<file path="config.mk">
export PLATFORM = sky130hd
export DESIGN_NAME = mcsr_top
export DESIGN_NICKNAME = d
export VERILOG_FILES = /design/src/mcsr_pkg.sv /design/src/mcsr_top.sv
export SDC_FILE = /design/constraint.sdc
export NUM_CORES = 1
export LEC_CHECK = 0
export ABC_AREA = 1
export BUFFER_PORTS_ARGS = -buffer_cell sky130_fd_sc_hd__buf_4
export CAP_MARGIN = 20
export CORE_UTILIZATION = 30
export CTS_CLUSTER_DIAMETER = 60
export DETAILED_ROUTE_END_ITERATION = 12
export PLACE_DENSITY = 0.57
export SYNTH_ARGS = -nofsm -noshare
export SYNTH_HDL_FRONTEND = slang
export SYNTH_SLANG_ARGS = --single-unit
</file>
<file path="constraint.sdc">
create_clock -name sys_clk -period 1.3 [get_ports sys_clk]
set_input_delay 0.26 -clock sys_clk [delete_from_list [all_inputs] [get_ports sys_clk]]
set_output_delay 0.26 -clock sys_clk [all_outputs]
set_load 0.01 [all_outputs]
</file>
<file path="src/mcsr_pkg.sv">
// package for the master control and status register bank
// assumes a classic wishbone slave with 8-bit registers on 32-bit aligned words
package mcsr_pkg;
  // ==========================================================
  // register indices (byte address is four times the index)
  localparam logic [7:0] MCSR_IDX_RESET = 8'h00; // soft reset, revision, meter load
  localparam logic [7:0] MCSR_IDX_CFG = 8'h01; // master configuration
  localparam logic [7:0] MCSR_IDX_IRQ = 8'h02; // block interrupt summary
  localparam logic [7:0] MCSR_IDX_RATE = 8'h03; // line rate select
  localparam logic [7:0] MCSR_IDX_CLK = 8'h04; // clock activity monitor
  localparam int MCSR_TEST_SEL_BIT = 7; // index bit selecting test registers
  // ==========================================================
  // field positions
  localparam int MCSR_RESET_BIT = 7;
  localparam int MCSR_TIP_BIT = 3;
  localparam int MCSR_FP_IN_BIT = 0;
  localparam int MCSR_RSVD_BIT = 1;
  localparam int MCSR_RXPOL_BIT = 2;
  localparam int MCSR_TXPOL_BIT = 3;
  localparam int MCSR_APRDI_BIT = 4;
  localparam int MCSR_ALRDI_BIT = 5;
  localparam int MCSR_AFEBE_BIT = 6;
  localparam int MCSR_LCD_BIT = 6;
  // ==========================================================
  // reset values
  localparam logic [6:0] MCSR_CFG_RST = 7'h71; // febe, lrdi, prdi, frame pulse in
  localparam logic [1:0] MCSR_RATE_RST = 2'h3; // 155.52 mbit/s
  localparam logic [1:0] MCSR_RATE_STS1 = 2'h2; // 51.84 mbit/s
  // identity fields: arbitrary neutral values
  localparam logic [2:0] MCSR_FAMILY_CODE = 3'h5; // arbitrary value
  localparam logic [2:0] MCSR_REVISION = 3'h2; // arbitrary value
  // ==========================================================
  // meter transfer length in sys_clk cycles
  localparam logic [3:0] MCSR_XFER_CYCLES = 4'h8;
  localparam int MCSR_NCLK = 5; // monitored clocks
  typedef enum logic [1:0] {
    MCSR_IDLE = 2'b00,
    MCSR_XFER = 2'b01,
    MCSR_DONE = 2'b11
  } mcsr_xfer_e;
endpackage

</file>
<file path="src/mcsr_top.sv">
// master control and status register bank of an atm line interface
// assumes a classic wishbone master on sys_clk and monitored clocks sampled as data
`timescale 1ns/10ps
`default_nettype none
module mcsr_top
  import mcsr_pkg::*;
(
  input wire logic sys_clk, // 50 mhz system clock
  input wire logic arst_n, // asynchronous reset, active low
  input wire logic clk_en, // freezes all state while low
  input wire logic wb_cyc_i, // wishbone cycle
  input wire logic wb_stb_i, // wishbone strobe
  input wire logic wb_we_i, // wishbone write enable
  input wire logic [9:0] wb_adr_i, // wishbone byte address
  input wire logic [3:0] wb_sel_i, // wishbone byte selects
  input wire logic [31:0] wb_dat_i, // wishbone write data
  output logic [31:0] wb_dat_o, // wishbone read data
  output logic wb_ack_o, // wishbone acknowledge
  output logic soft_reset_o, // whole-device reset and standby request
  output logic meter_load_o, // one-cycle pulse latching all meters
  input wire logic meter_busy_i, // meter blocks still transferring
  input wire logic fp_i, // frame pulse pin input level
  output logic fp_o, // frame pulse pin output level
  output logic fp_oe, // frame pulse pin drive enable
  input wire logic tx_frame_pulse_i, // internal transmit overhead frame pulse
  output logic fp_align_o, // reference pulse for frame alignment
  input wire logic rx_cell_avail_i, // raw receive cell available
  output logic receive_cell_avail, // receive cell available, set polarity
  input wire logic tx_cell_avail_i, // raw transmit fifo space
  output logic transmit_cell_avail, // transmit cell available, set polarity
  input wire logic los_i, // loss of signal declared
  input wire logic lof_i, // loss of frame declared
  input wire logic line_ais_i, // line ais declared
  input wire logic lop_i, // loss of pointer declared
  input wire logic path_ais_i, // path ais declared
  output logic path_rdi_o, // insert path rdi
  output logic line_rdi_o, // insert line rdi
  input wire logic line_bip_err_i, // one-cycle line bip error event
  input wire logic path_bip_err_i, // one-cycle path bip error event
  output logic line_febe_o, // one-cycle line febe insert
  output logic path_febe_o, // one-cycle path febe insert
  input wire logic [7:0] block_irq_i, // block requests, bit 6 unused
  input wire logic lcd_state_i, // loss of cell delineation state
  input wire logic cell_delin_irq_enable, // delineation interrupt enable
  input wire logic [mcsr_pkg::MCSR_NCLK-1:0] mon_clk_i, // monitored clocks as data
  output logic [1:0] line_rate_o, // selected line rate code
  output logic irq_out_n // interrupt, active low
);
  import mcsr_pkg::*;

  // ==========================================================
  // state
  typedef struct packed {
    logic ack; // bus answer
    logic [31:0] rdat; // read data
    logic srst; // soft reset bit
    logic [6:0] cfg; // master configuration bits
    logic [1:0] rate; // line rate code
    logic cell_delin_irq; // delineation change flag
    logic lcd_prev; // last delineation state
    logic [MCSR_NCLK-1:0] act; // activity bits
    logic [MCSR_NCLK-1:0] clk_prev; // last monitored clock levels
    mcsr_xfer_e xst; // meter transfer state
    logic [3:0] xcnt; // transfer cycle count
    logic load; // meter load pulse
    logic lfebe; // line febe pulse
    logic pfebe; // path febe pulse
    logic fpo; // registered frame pulse out
  } mcsr_state_s;

  mcsr_state_s state_q, state_d;
  logic req; // new access this cycle
  logic hit; // access inside normal mode map
  logic [7:0] idx; // register index
  logic [7:0] summary; // interrupt summary view
  logic transfer_in_progress; // transfer in progress

  assign idx = wb_adr_i[9:2];
  assign req = wb_cyc_i && wb_stb_i && !state_q.ack;
  assign hit = !idx[MCSR_TEST_SEL_BIT];
  assign transfer_in_progress = (state_q.xst != MCSR_IDLE);

  // block requests straight through; delineation bit is the sticky flag
  always_comb begin
    summary = block_irq_i;
    summary[MCSR_LCD_BIT] = state_q.cell_delin_irq;
  end

  // ==========================================================
  // next-state logic
  always_comb begin
    logic rd; // read access taken
    logic wr; // write access taken
    rd = 1'b0;
    wr = 1'b0;
    state_d = state_q;
    state_d.ack = 1'b0;
    state_d.load = 1'b0;
    // one febe per bip event, none when disabled
    state_d.lfebe = state_q.cfg[MCSR_AFEBE_BIT] && line_bip_err_i;
    state_d.pfebe = state_q.cfg[MCSR_AFEBE_BIT] && path_bip_err_i;
    state_d.fpo = tx_frame_pulse_i;
    if (req) begin
      // always answer, unmapped reads give zero
      state_d.ack = 1'b1;
      state_d.rdat = 32'h0;
      rd = hit && !wb_we_i;
      wr = hit && wb_we_i && wb_sel_i[0];
      if (rd) begin
        case (idx)
          MCSR_IDX_RESET: begin
            state_d.rdat[7:0] = {state_q.srst, MCSR_FAMILY_CODE, transfer_in_progress, MCSR_REVISION};
          end
          MCSR_IDX_CFG: begin
            state_d.rdat[6:0] = state_q.cfg;
          end
          MCSR_IDX_IRQ: begin
            state_d.rdat[7:0] = summary;
          end
          MCSR_IDX_RATE: begin
            state_d.rdat[1:0] = state_q.rate;
          end
          MCSR_IDX_CLK: begin
            state_d.rdat[MCSR_NCLK-1:0] = state_q.act;
          end
          default: begin
            state_d.rdat = 32'h0;
          end
        endcase
      end
      if (wr) begin
        case (idx)
          MCSR_IDX_RESET: begin
            state_d.srst = wb_dat_i[MCSR_RESET_BIT];
            if (!wb_dat_i[MCSR_RESET_BIT]) begin
              state_d.load = 1'b1;
              state_d.xst = MCSR_XFER;
              state_d.xcnt = 4'h0;
            end
          end
          MCSR_IDX_CFG: begin
            state_d.cfg = wb_dat_i[6:0];
          end
          MCSR_IDX_RATE: begin
            state_d.rate = wb_dat_i[1:0];
          end
          default: begin
            state_d.rate = state_d.rate; // read-only and unused words ignore writes
          end
        endcase
      end
    end
    // meter transfer: fixed minimum then wait for meters to settle
    if (!(wr && idx == MCSR_IDX_RESET)) begin
      case (state_q.xst)
        MCSR_IDLE: begin
          state_d.xcnt = 4'h0;
        end
        MCSR_XFER: begin
          state_d.xcnt = state_q.xcnt + 4'h1;
          if (state_q.xcnt == MCSR_XFER_CYCLES - 4'h1) begin
            state_d.xst = MCSR_DONE;
          end
        end
        MCSR_DONE: begin
          if (!meter_busy_i) begin
            state_d.xst = MCSR_IDLE;
          end
        end
        default: begin
          state_d.xst = MCSR_IDLE;
        end
      endcase
    end
    // delineation change flag: set wins over read-clear
    state_d.lcd_prev = lcd_state_i;
    if (rd && idx == MCSR_IDX_IRQ) begin
      state_d.cell_delin_irq = 1'b0;
    end
    if (lcd_state_i != state_q.lcd_prev) begin
      state_d.cell_delin_irq = 1'b1;
    end
    // clock activity: read clears all, a new edge wins
    state_d.clk_prev = mon_clk_i;
    if (rd && idx == MCSR_IDX_CLK) begin
      state_d.act = '0;
    end
    for (int i = 0; i < MCSR_NCLK; i++) begin
      if (mon_clk_i[i] && !state_q.clk_prev[i]) begin
        state_d.act[i] = 1'b1;
      end
    end
  end

  // ==========================================================
  // state register; hardware reset also clears the soft reset bit
  always_ff @(posedge sys_clk or negedge arst_n) begin
    if (!arst_n) begin
      state_q <= '0;
      state_q.cfg <= MCSR_CFG_RST;
      state_q.rate <= MCSR_RATE_RST;
      state_q.xst <= MCSR_IDLE;
    end else if (clk_en) begin
      state_q <= state_d;
    end
  end

  // ==========================================================
  // outputs
  assign wb_ack_o = state_q.ack;
  assign wb_dat_o = state_q.rdat;
  assign soft_reset_o = state_q.srst;
  assign meter_load_o = state_q.load;
  assign line_rate_o = state_q.rate;
  // pin drives out only when not selected as input
  assign fp_oe = !state_q.cfg[MCSR_FP_IN_BIT];
  assign fp_o = state_q.fpo;
  assign fp_align_o = state_q.cfg[MCSR_FP_IN_BIT] && fp_i;
  assign receive_cell_avail = rx_cell_avail_i ^ state_q.cfg[MCSR_RXPOL_BIT];
  assign transmit_cell_avail = tx_cell_avail_i ^ state_q.cfg[MCSR_TXPOL_BIT];
  assign path_rdi_o = state_q.cfg[MCSR_APRDI_BIT] &&
                      (los_i || lof_i || line_ais_i || lop_i || path_ais_i);
  assign line_rdi_o = state_q.cfg[MCSR_ALRDI_BIT] && (los_i || lof_i || line_ais_i);
  assign line_febe_o = state_q.lfebe;
  assign path_febe_o = state_q.pfebe;
  // delineation flag reaches the pin only when enabled
  assign irq_out_n = !((|(block_irq_i & 8'hbf)) ||
                       (state_q.cell_delin_irq && cell_delin_irq_enable));
endmodule
`default_nettype wire

</file>
==> results of run 1 <==
[repair_timing]
action	4_1_cts	5_1_grt
setup buffers	6	5
hold endpoints to repair	35	0
hold buffers	1	0
cloned	0	0
setup endpoints to repair	23	30
pin swaps	3	15
resized for setup	18	46
[layer usage]
| metal | GRT usage (%) | vias up | routed length, um |
|---|---|---|---|
| li1 | - | 1118 | - |
| met1 | 18.8 | 982 | 2690 |
| met2 | 23.6 | 62 | 2900 |
| met3 | 3.23 | 2 | 317 |
| met4 | 2.73 | 0 | 31 |
| met5 | 0 | - | 0 |
[sequential cells by signal (all words and copies together) (netlist names)]
| name | count |
|---|---|
| fp_o | 1 |
| wb_ack_o | 1 |
| meter_load_o | 1 |
| wb_dat_o | 8 |
| line_febe_o | 1 |
| line_rate_o | 2 |
| state_q | 25 |
| path_febe_o | 1 |
| soft_reset_o | 1 |
[power groups by stage]
stage | sequential [mW] | combinational (mW) | clock (mW)
2_1_floorplan | 1.43 | 0.316 | 0
3_3_place_gp | 1.43 | 0.487 | 0
3_5_place_dp | 1.43 | 0.498 | 0
4_1_cts | 1.41 | 0.512 | 0.891
5_1_grt | 1.43 | 0.615 | 0.943
6_report | 1.41 | 0.544 | 0.856
[final cells by class]
type                       instances  share of cell area (%)
multi-input combinational        219                    35.6
sequential                        41                    30.2
timing repair buffer             101                    23.3
inverter                          40                    4.46
tap                              102                    3.73
clock buffer                       5                    2.01
clock inverter                     3                   0.657
[kinds of logic (layout without fill, tap and decap cells)]
logic type               after synthesis  count (layout)  share of synthesized area (%)
XOR/XNOR                               3               3                           1.08
AO/OA/AOI/OAI                         35              35                           8.56
buffers and inverters                 80             149                           18.3
adder cells (fa/ha/maj)                1               1                          0.515
multiplexers                           2               2                          0.928
other                                  1              24                          0.154
AND/OR/NAND/NOR                      154             154                           27.9
flip-flops                            41              41                           42.6
[through the flow]
step	setup TNS [ps]	area [um2]	cells
after CTS	-395	3240	506
final	-290	3430	511
after global placement	-3100	3040	491
after global routing	-1360	3430	511
after detailed placement	-3620	3040	491
after floorplan	-1.20	2520	340
[worst max-delay path: stages (launching register included)]
cell     delay (ps)
dfrtp_1         390
inv_2            80
nand4_4         100
buf_6           150
nor2_4          130
nand3_2         100
buf_12          170
a21oi_2         160
[synthesized netlist by cell type (all sizes together)]
cell	instances	area [um2]
mux2	2	22.5
buf	37	283
xor2	3	26.3
or2	1	6.26
a21oi	3	18.8
o31ai	1	7.51
nand2	92	353
inv	40	150
nand3	28	145
o22ai	3	18.8
dfrtp	35	876
or3	1	6.26
nor3	4	25.0
clkbuf	3	11.3
dfstp	6	158
nor2	24	110
conb	1	3.75
ha	1	12.5
o21ai	28	163
nand4	4	31.3
[cell usage in the layout (no fill, tap or decap), types with 4 or more instances in the layout]
cell type,Yosys,routed
o21ai_1,1,4
o21ai_2,6,10
nand3_1,27,24
o21ai_0,21,14
nor2_4,2,4
nand2_4,0,6
buf_4,34,92
clkbuf_8,0,5
dfrtp_1,35,35
conb_1,1,24
inv_1,40,35
nand2_2,3,15
buf_6,2,7
nand2_1,89,71
dfstp_2,6,6
inv_2,0,4
nor2_1,20,17
[worst min path at each step]
stage,to,slack (ps),cells past startpoint,start
floorplan,fp_o,-40,0,arst_n
global placement,meter_load_o,280,1,arst_n
detailed placement,wb_ack_o,290,1,arst_n
CTS,meter_load_o,150,2,wb_dat_i[7]
global route,state_q[28],170,3,wb_dat_i[4]
finish,meter_load_o,170,2,wb_dat_i[7]
==> qor.txt, run 1 <==
====================================================================================================
Outcome                                                                                 finished, violations left
Violations in the final reports                                                         setup timing
Max-slew violations                                                                                0
Max FO, Critical Path                                                                             14
Total iterations of the first detailed-routing run                                                 4
Maximum clock rate                                                                           732 MHz
H-Tree Depth                                                                                       2
Via count of the first global-routing pass                                                      2069
Top-level I/O count                                                                              126
Clock tree from TritonCTS                                                                       done
Switching power                                                                             0.840 mW
Die width                                                                                    92.0 um
Nets                                                                                             488
Time the final worst path needs with I/O delays and setup                                    1370 ps
Critical Path End                                                                        state_q[29]
Setup WS pre-CTS                                                                             -177 ps
Data required time at the worst endpoint                                                     1520 ps
Highest ir drop seen on vdd                                                                 0.474 mV
Worst-case clock skew                                                                        6.34 ps
Sum of routed wire length over all layers                                                    5940 um
GRT Resource Usage Total                                                                       14.2%
Clk buf depth                                                                                      2
Startpoint kind of the worst setup timing path                                             flip-flop
Internal power                                                                               1.97 mW
Detailed router's first-iteration violation count                                                 94
TritonCTS Buffers                                                                                  5
Register bit count reported by yosys                                                              41
Final GP Congestion                                                                            0.898
Master cell of the clock root buffer                                                        clkbuf_8
Portion of total power attributed to sequential cells                                          50.2%
Minimum hold slack                                                                            168 ps
Maximum capacitance violations                                                                     0
Port bufs                                                                                         71
Detailed-placement wirelength estimate                                                       4460 um
Clock-pin slew reported for the worst setup and hold paths after clock tree synthesis          90 ps
Origin of the worst setup path                                                              wb_ack_o
Remaining max-slew budget at the tightest pin                                                  64.4%
Endpoint of the lowest-slack register-to-register path                                   state_q[29]
Endpoint kind of the worst setup timing path                                               flip-flop
Start of the worst register-to-register path                                                wb_ack_o
Synthesized netlist cell count                                                                   317
Clock share of power                                                                           30.4%
Remaining design rule violation count                                                              0
Total of fill cells in the finished design                                                       791
WL/cell                                                                                      11.6 um
Gate power share                                                                               19.4%
Setup slack on the worst flop-to-flop path                                                    -70 ps
Tightest Pin Transition                                                                       534 ps
Ys Warns                                                                                           0
Post-DRT Antenna Nets                                                                              0
Share of post-route cells with drive strength above 1                                          42.3%
Worst Setup Slack, final                                                                    -66.5 ps
Clock Sinks                                                                                       41
P_leak                                                                                       1.86 nW
Number of hold-slack violations in the final timing report                                         0
Starting density of the core                                                                   31.2%
Number of distinct library cells after synthesis                                                  31
Netlist area before placement                                                               2430 um2
Wire length of the first global-routing pass                                                 9540 um
Area of the multi-input gates                                                               1220 um2
Area of the die                                                                             8450 um2
RSZ-0062 raised after global routing                                                             yes
Class of the tightest hold or removal check                                             primary input to flip-flop
Fraction of the cycle the final worst path needs                                                105%
Category of the critical setup timing path                                              flip-flop to flip-flop
Signed area change from the synthesized netlist to the final layout                            41.1%
Via total after detailed routing                                                                2164
Final design utilization                                                                       44.1%
Overall power after layout                                                                   2.81 mW
Footprint of the flip-flops and latches                                                     1030 um2
Number of antenna diodes                                                                           0
Overflow left after global routing                                                                 0
Arrival time reported for the critical path endpoint                                         1590 ps
Sequential element share of the synthesized area                                               42.6%
Die height                                                                                   92.0 um
Syn_area_per_cell                                                                           7.66 um2
Clock latency at the later pin of the worst-skew pair                                         290 ps
Worst Reg-to-Reg Cells                                                                             7
Final Setup Violations                                                                             8
Maximum number of pins on one net before global-route repair                                      42
Net switching fraction of the power                                                            29.9%
Row count                                                                                         32
Floorplan Core Area                                                                         7770 um2
Initial antenna violation count                                                                    0
Vias per cell                                                                                   4.23
Total power density per cell area                                                         821 nW/um2
====================================================================================================
No activity file was read; power rests on OpenSTA's default activity.
==> run 2: changes to the inputs <==
- PLACE_DENSITY: 0.57 -> 0.55
- clock period: 1.3 -> 1.39 ns (I/O delays scaled with it)
==> qor.txt, run 2 (synthesized netlist as in run 1, its figures left out) <==
====================================================================================================
Share of post-route cells with drive strength above 1                                          34.6%   was 42.3%
Nets                                                                                             475   was 488
Fraction of the cycle the final worst path needs                                                102%
GRT Resource Usage Total                                                                       13.7%   was 14.2%
Maximum clock rate                                                                           707 MHz
Startpoint of the worst hold path                                                        wb_dat_i[7]   unchanged
Die height                                                                                   92.0 um   unchanged
Endpoint of the lowest-slack register-to-register path                                   state_q[18]   was state_q[29]
Row count                                                                                         32   unchanged
Final design utilization                                                                       42.1%   was 44.1%
Wire length of the first global-routing pass                                                 9030 um   was 9540 um
Endpoint kind of the worst setup timing path                                             output port   was flip-flop
Post-DRT Antenna Nets                                                                              0   unchanged
Master cell of the clock root buffer                                                        clkbuf_8   unchanged
Via total after detailed routing                                                                2126   was 2164
Category of the critical setup timing path                                              primary input to output port   was flip-flop to flip-flop
Outcome                                                                                 finished, violations left   unchanged
Arrival time reported for the critical path endpoint                                         1140 ps   was 1590 ps
Die width                                                                                    92.0 um   unchanged
Remaining max-slew budget at the tightest pin                                                  64.6%   was 64.4%
Total iterations of the first detailed-routing run                                                 4   unchanged
Remaining design rule violation count                                                              0   unchanged
Final GP Congestion                                                                            0.818   was 0.898
Worst Reg-to-Reg Cells                                                                             7   unchanged
Clock latency at the later pin of the worst-skew pair                                         290 ps   about the same
Time the final worst path needs with I/O delays and setup                                    1420 ps
Vias per cell                                                                                   4.27   was 4.23
Floorplan Core Area                                                                         7770 um2   unchanged
Detailed router's first-iteration violation count                                                 48   was 94
Clock Sinks                                                                                       41   unchanged
Clk buf depth                                                                                      2   unchanged
Max FO, Critical Path                                                                              2   was 14
Tightest Pin Transition                                                                       531 ps   was 534 ps
Origin of the worst setup path                                                                 lof_i   was wb_ack_o
Area after detailed placement                                                               3000 um2   was 3040 um2
Initial antenna violation count                                                                    0   unchanged
Commonest cells after routing, fill and taps aside                                      nand2_1, buf_4, inv_1   was buf_4, nand2_1, inv_1, dfrtp_1
Total power density per cell area                                                         862 nW/um2   was 821 nW/um2
Number of hold-slack violations in the final timing report                                         0   unchanged
WL/cell                                                                                      11.6 um   about the same
Start of the worst register-to-register path                                                wb_ack_o   unchanged
Starting density of the core                                                                   31.2%   unchanged
Class of the tightest hold or removal check                                             primary input to flip-flop   unchanged
Worst-case clock skew                                                                        7.12 ps   was 6.34 ps
Violations in the final reports                                                         setup timing   unchanged
Setup slack on the worst flop-to-flop path                                                     80 ps   was -70 ps
Clock tree from TritonCTS                                                                       done   unchanged
Detailed-placement wirelength estimate                                                       4400 um   was 4460 um
Port bufs                                                                                         71   unchanged
Data required time at the worst endpoint                                                     1110 ps   was 1520 ps
Signed area change from the synthesized netlist to the final layout                            34.6%   was 41.1%
Overflow left after global routing                                                                 0   unchanged
Leading cell type in the layout, fill and taps excluded                                      nand2_1   was buf_4
H-Tree Depth                                                                                       2   unchanged
Clock-pin slew reported for the worst setup and hold paths after clock tree synthesis          70 ps   was 90 ps
Maximum capacitance violations                                                                     0   unchanged
Number of antenna diodes                                                                           0   unchanged
Post-route standard cell area excluding fillers                                             3270 um2   was 3430 um2
RSZ-0062 raised after global routing                                                             yes   unchanged
Maximum number of pins on one net before global-route repair                                      42   unchanged
Startpoint kind of the worst setup timing path                                          primary input   was flip-flop
Via count of the first global-routing pass                                                      1896   was 2069
Sum of routed wire length over all layers                                                    5770 um   was 5940 um
Top-level I/O count                                                                              126   unchanged
TritonCTS Buffers                                                                                  5   unchanged
Largest register FFs                                                                              25   unchanged
Worst Setup Slack, final                                                                    -25.0 ps   was -66.5 ps
Biggest register                                                                             state_q   unchanged
Highest ir drop seen on vdd                                                                 0.419 mV   was 0.474 mV
Hold Path Cell Cnt                                                                                 2   unchanged
P_leak                                                                                       1.76 nW   was 1.86 nW
Worst min-delay path endpoint                                                           meter_load_o   unchanged
Max-slew violations                                                                                0   unchanged
Final Setup Violations                                                                             1   was 8
Area of the die                                                                             8450 um2   unchanged
====================================================================================================
run 2: timing repair:
| item | 4_1_cts | 5_1_grt |
|---|---|---|
| buffers inserted | 2 | 0 |
| pin swaps | 3 | 7 |
| hold buffers | 1 | 0 |
| endpoints found under the setup margin | 10 | 18 |
| endpoints found under the hold margin | 35 | 0 |
| gates cloned | 1 | 0 |
| resized for setup | 10 | 23 |
run 2: through the flow:
stage          hold slack (ps)  TNS (ps)  setup WS, ps  std cells  power, mW
2_1_floorplan            -17.6         0          60.9        340       1.63
3_3_place_gp               302      -574         -60.4        487       1.79
3_5_place_dp               302      -656         -70.8        487       1.80
4_1_cts                    180     -15.6         -15.6        498       2.84
5_1_grt                    183     -95.8         -71.0        498       2.97
6_report                   188     -25.0         -25.0        498       2.82
run 2: how the worst max path moves through the flow:
stage,end,slack [ps],depth (start not counted)
after floorplan,state_q[25],60,8
after global placement,wb_dat_o[3],-60,9
after detailed placement,wb_dat_o[3],-70,9
after CTS,path_rdi_o,-20,5
after global routing,path_rdi_o,-70,5
final,path_rdi_o,-30,5
run 2: where the power goes:
part,internal [mW],switching [mW]
clock network,0.584,0.430
logic,0.214,0.269
registers,1.27,0.0544
total,2.06,0.754
run 2: routing by layer:
metal  vias to the layer above  global-route usage, %  routed length, um
met1                       957                   18.4               2620
met3                         8                   3.32                306
met5                         -                      0                  0
met4                         0                   4.82                 93
li1                       1095                      -                  -
met2                        66                   21.6               2760
run 2: final cells by class:
| type | count | area, um2 |
|---|---|---|
| clock buffers | 6 | 82.6 |
| clock inverters | 2 | 37.5 |
| fillers | 835 | 4500 |
| inverters | 40 | 150 |
| multi-input cells | 219 | 1130 |
| flip-flops and latches | 41 | 1030 |
| well taps | 102 | 128 |
| repair buffers | 88 | 711 |
run 2: critical path: stages:
cell and delay, ps:
buf_6 90, or3_4 380, o31ai_2 190, inv_1 80
buf_6 120
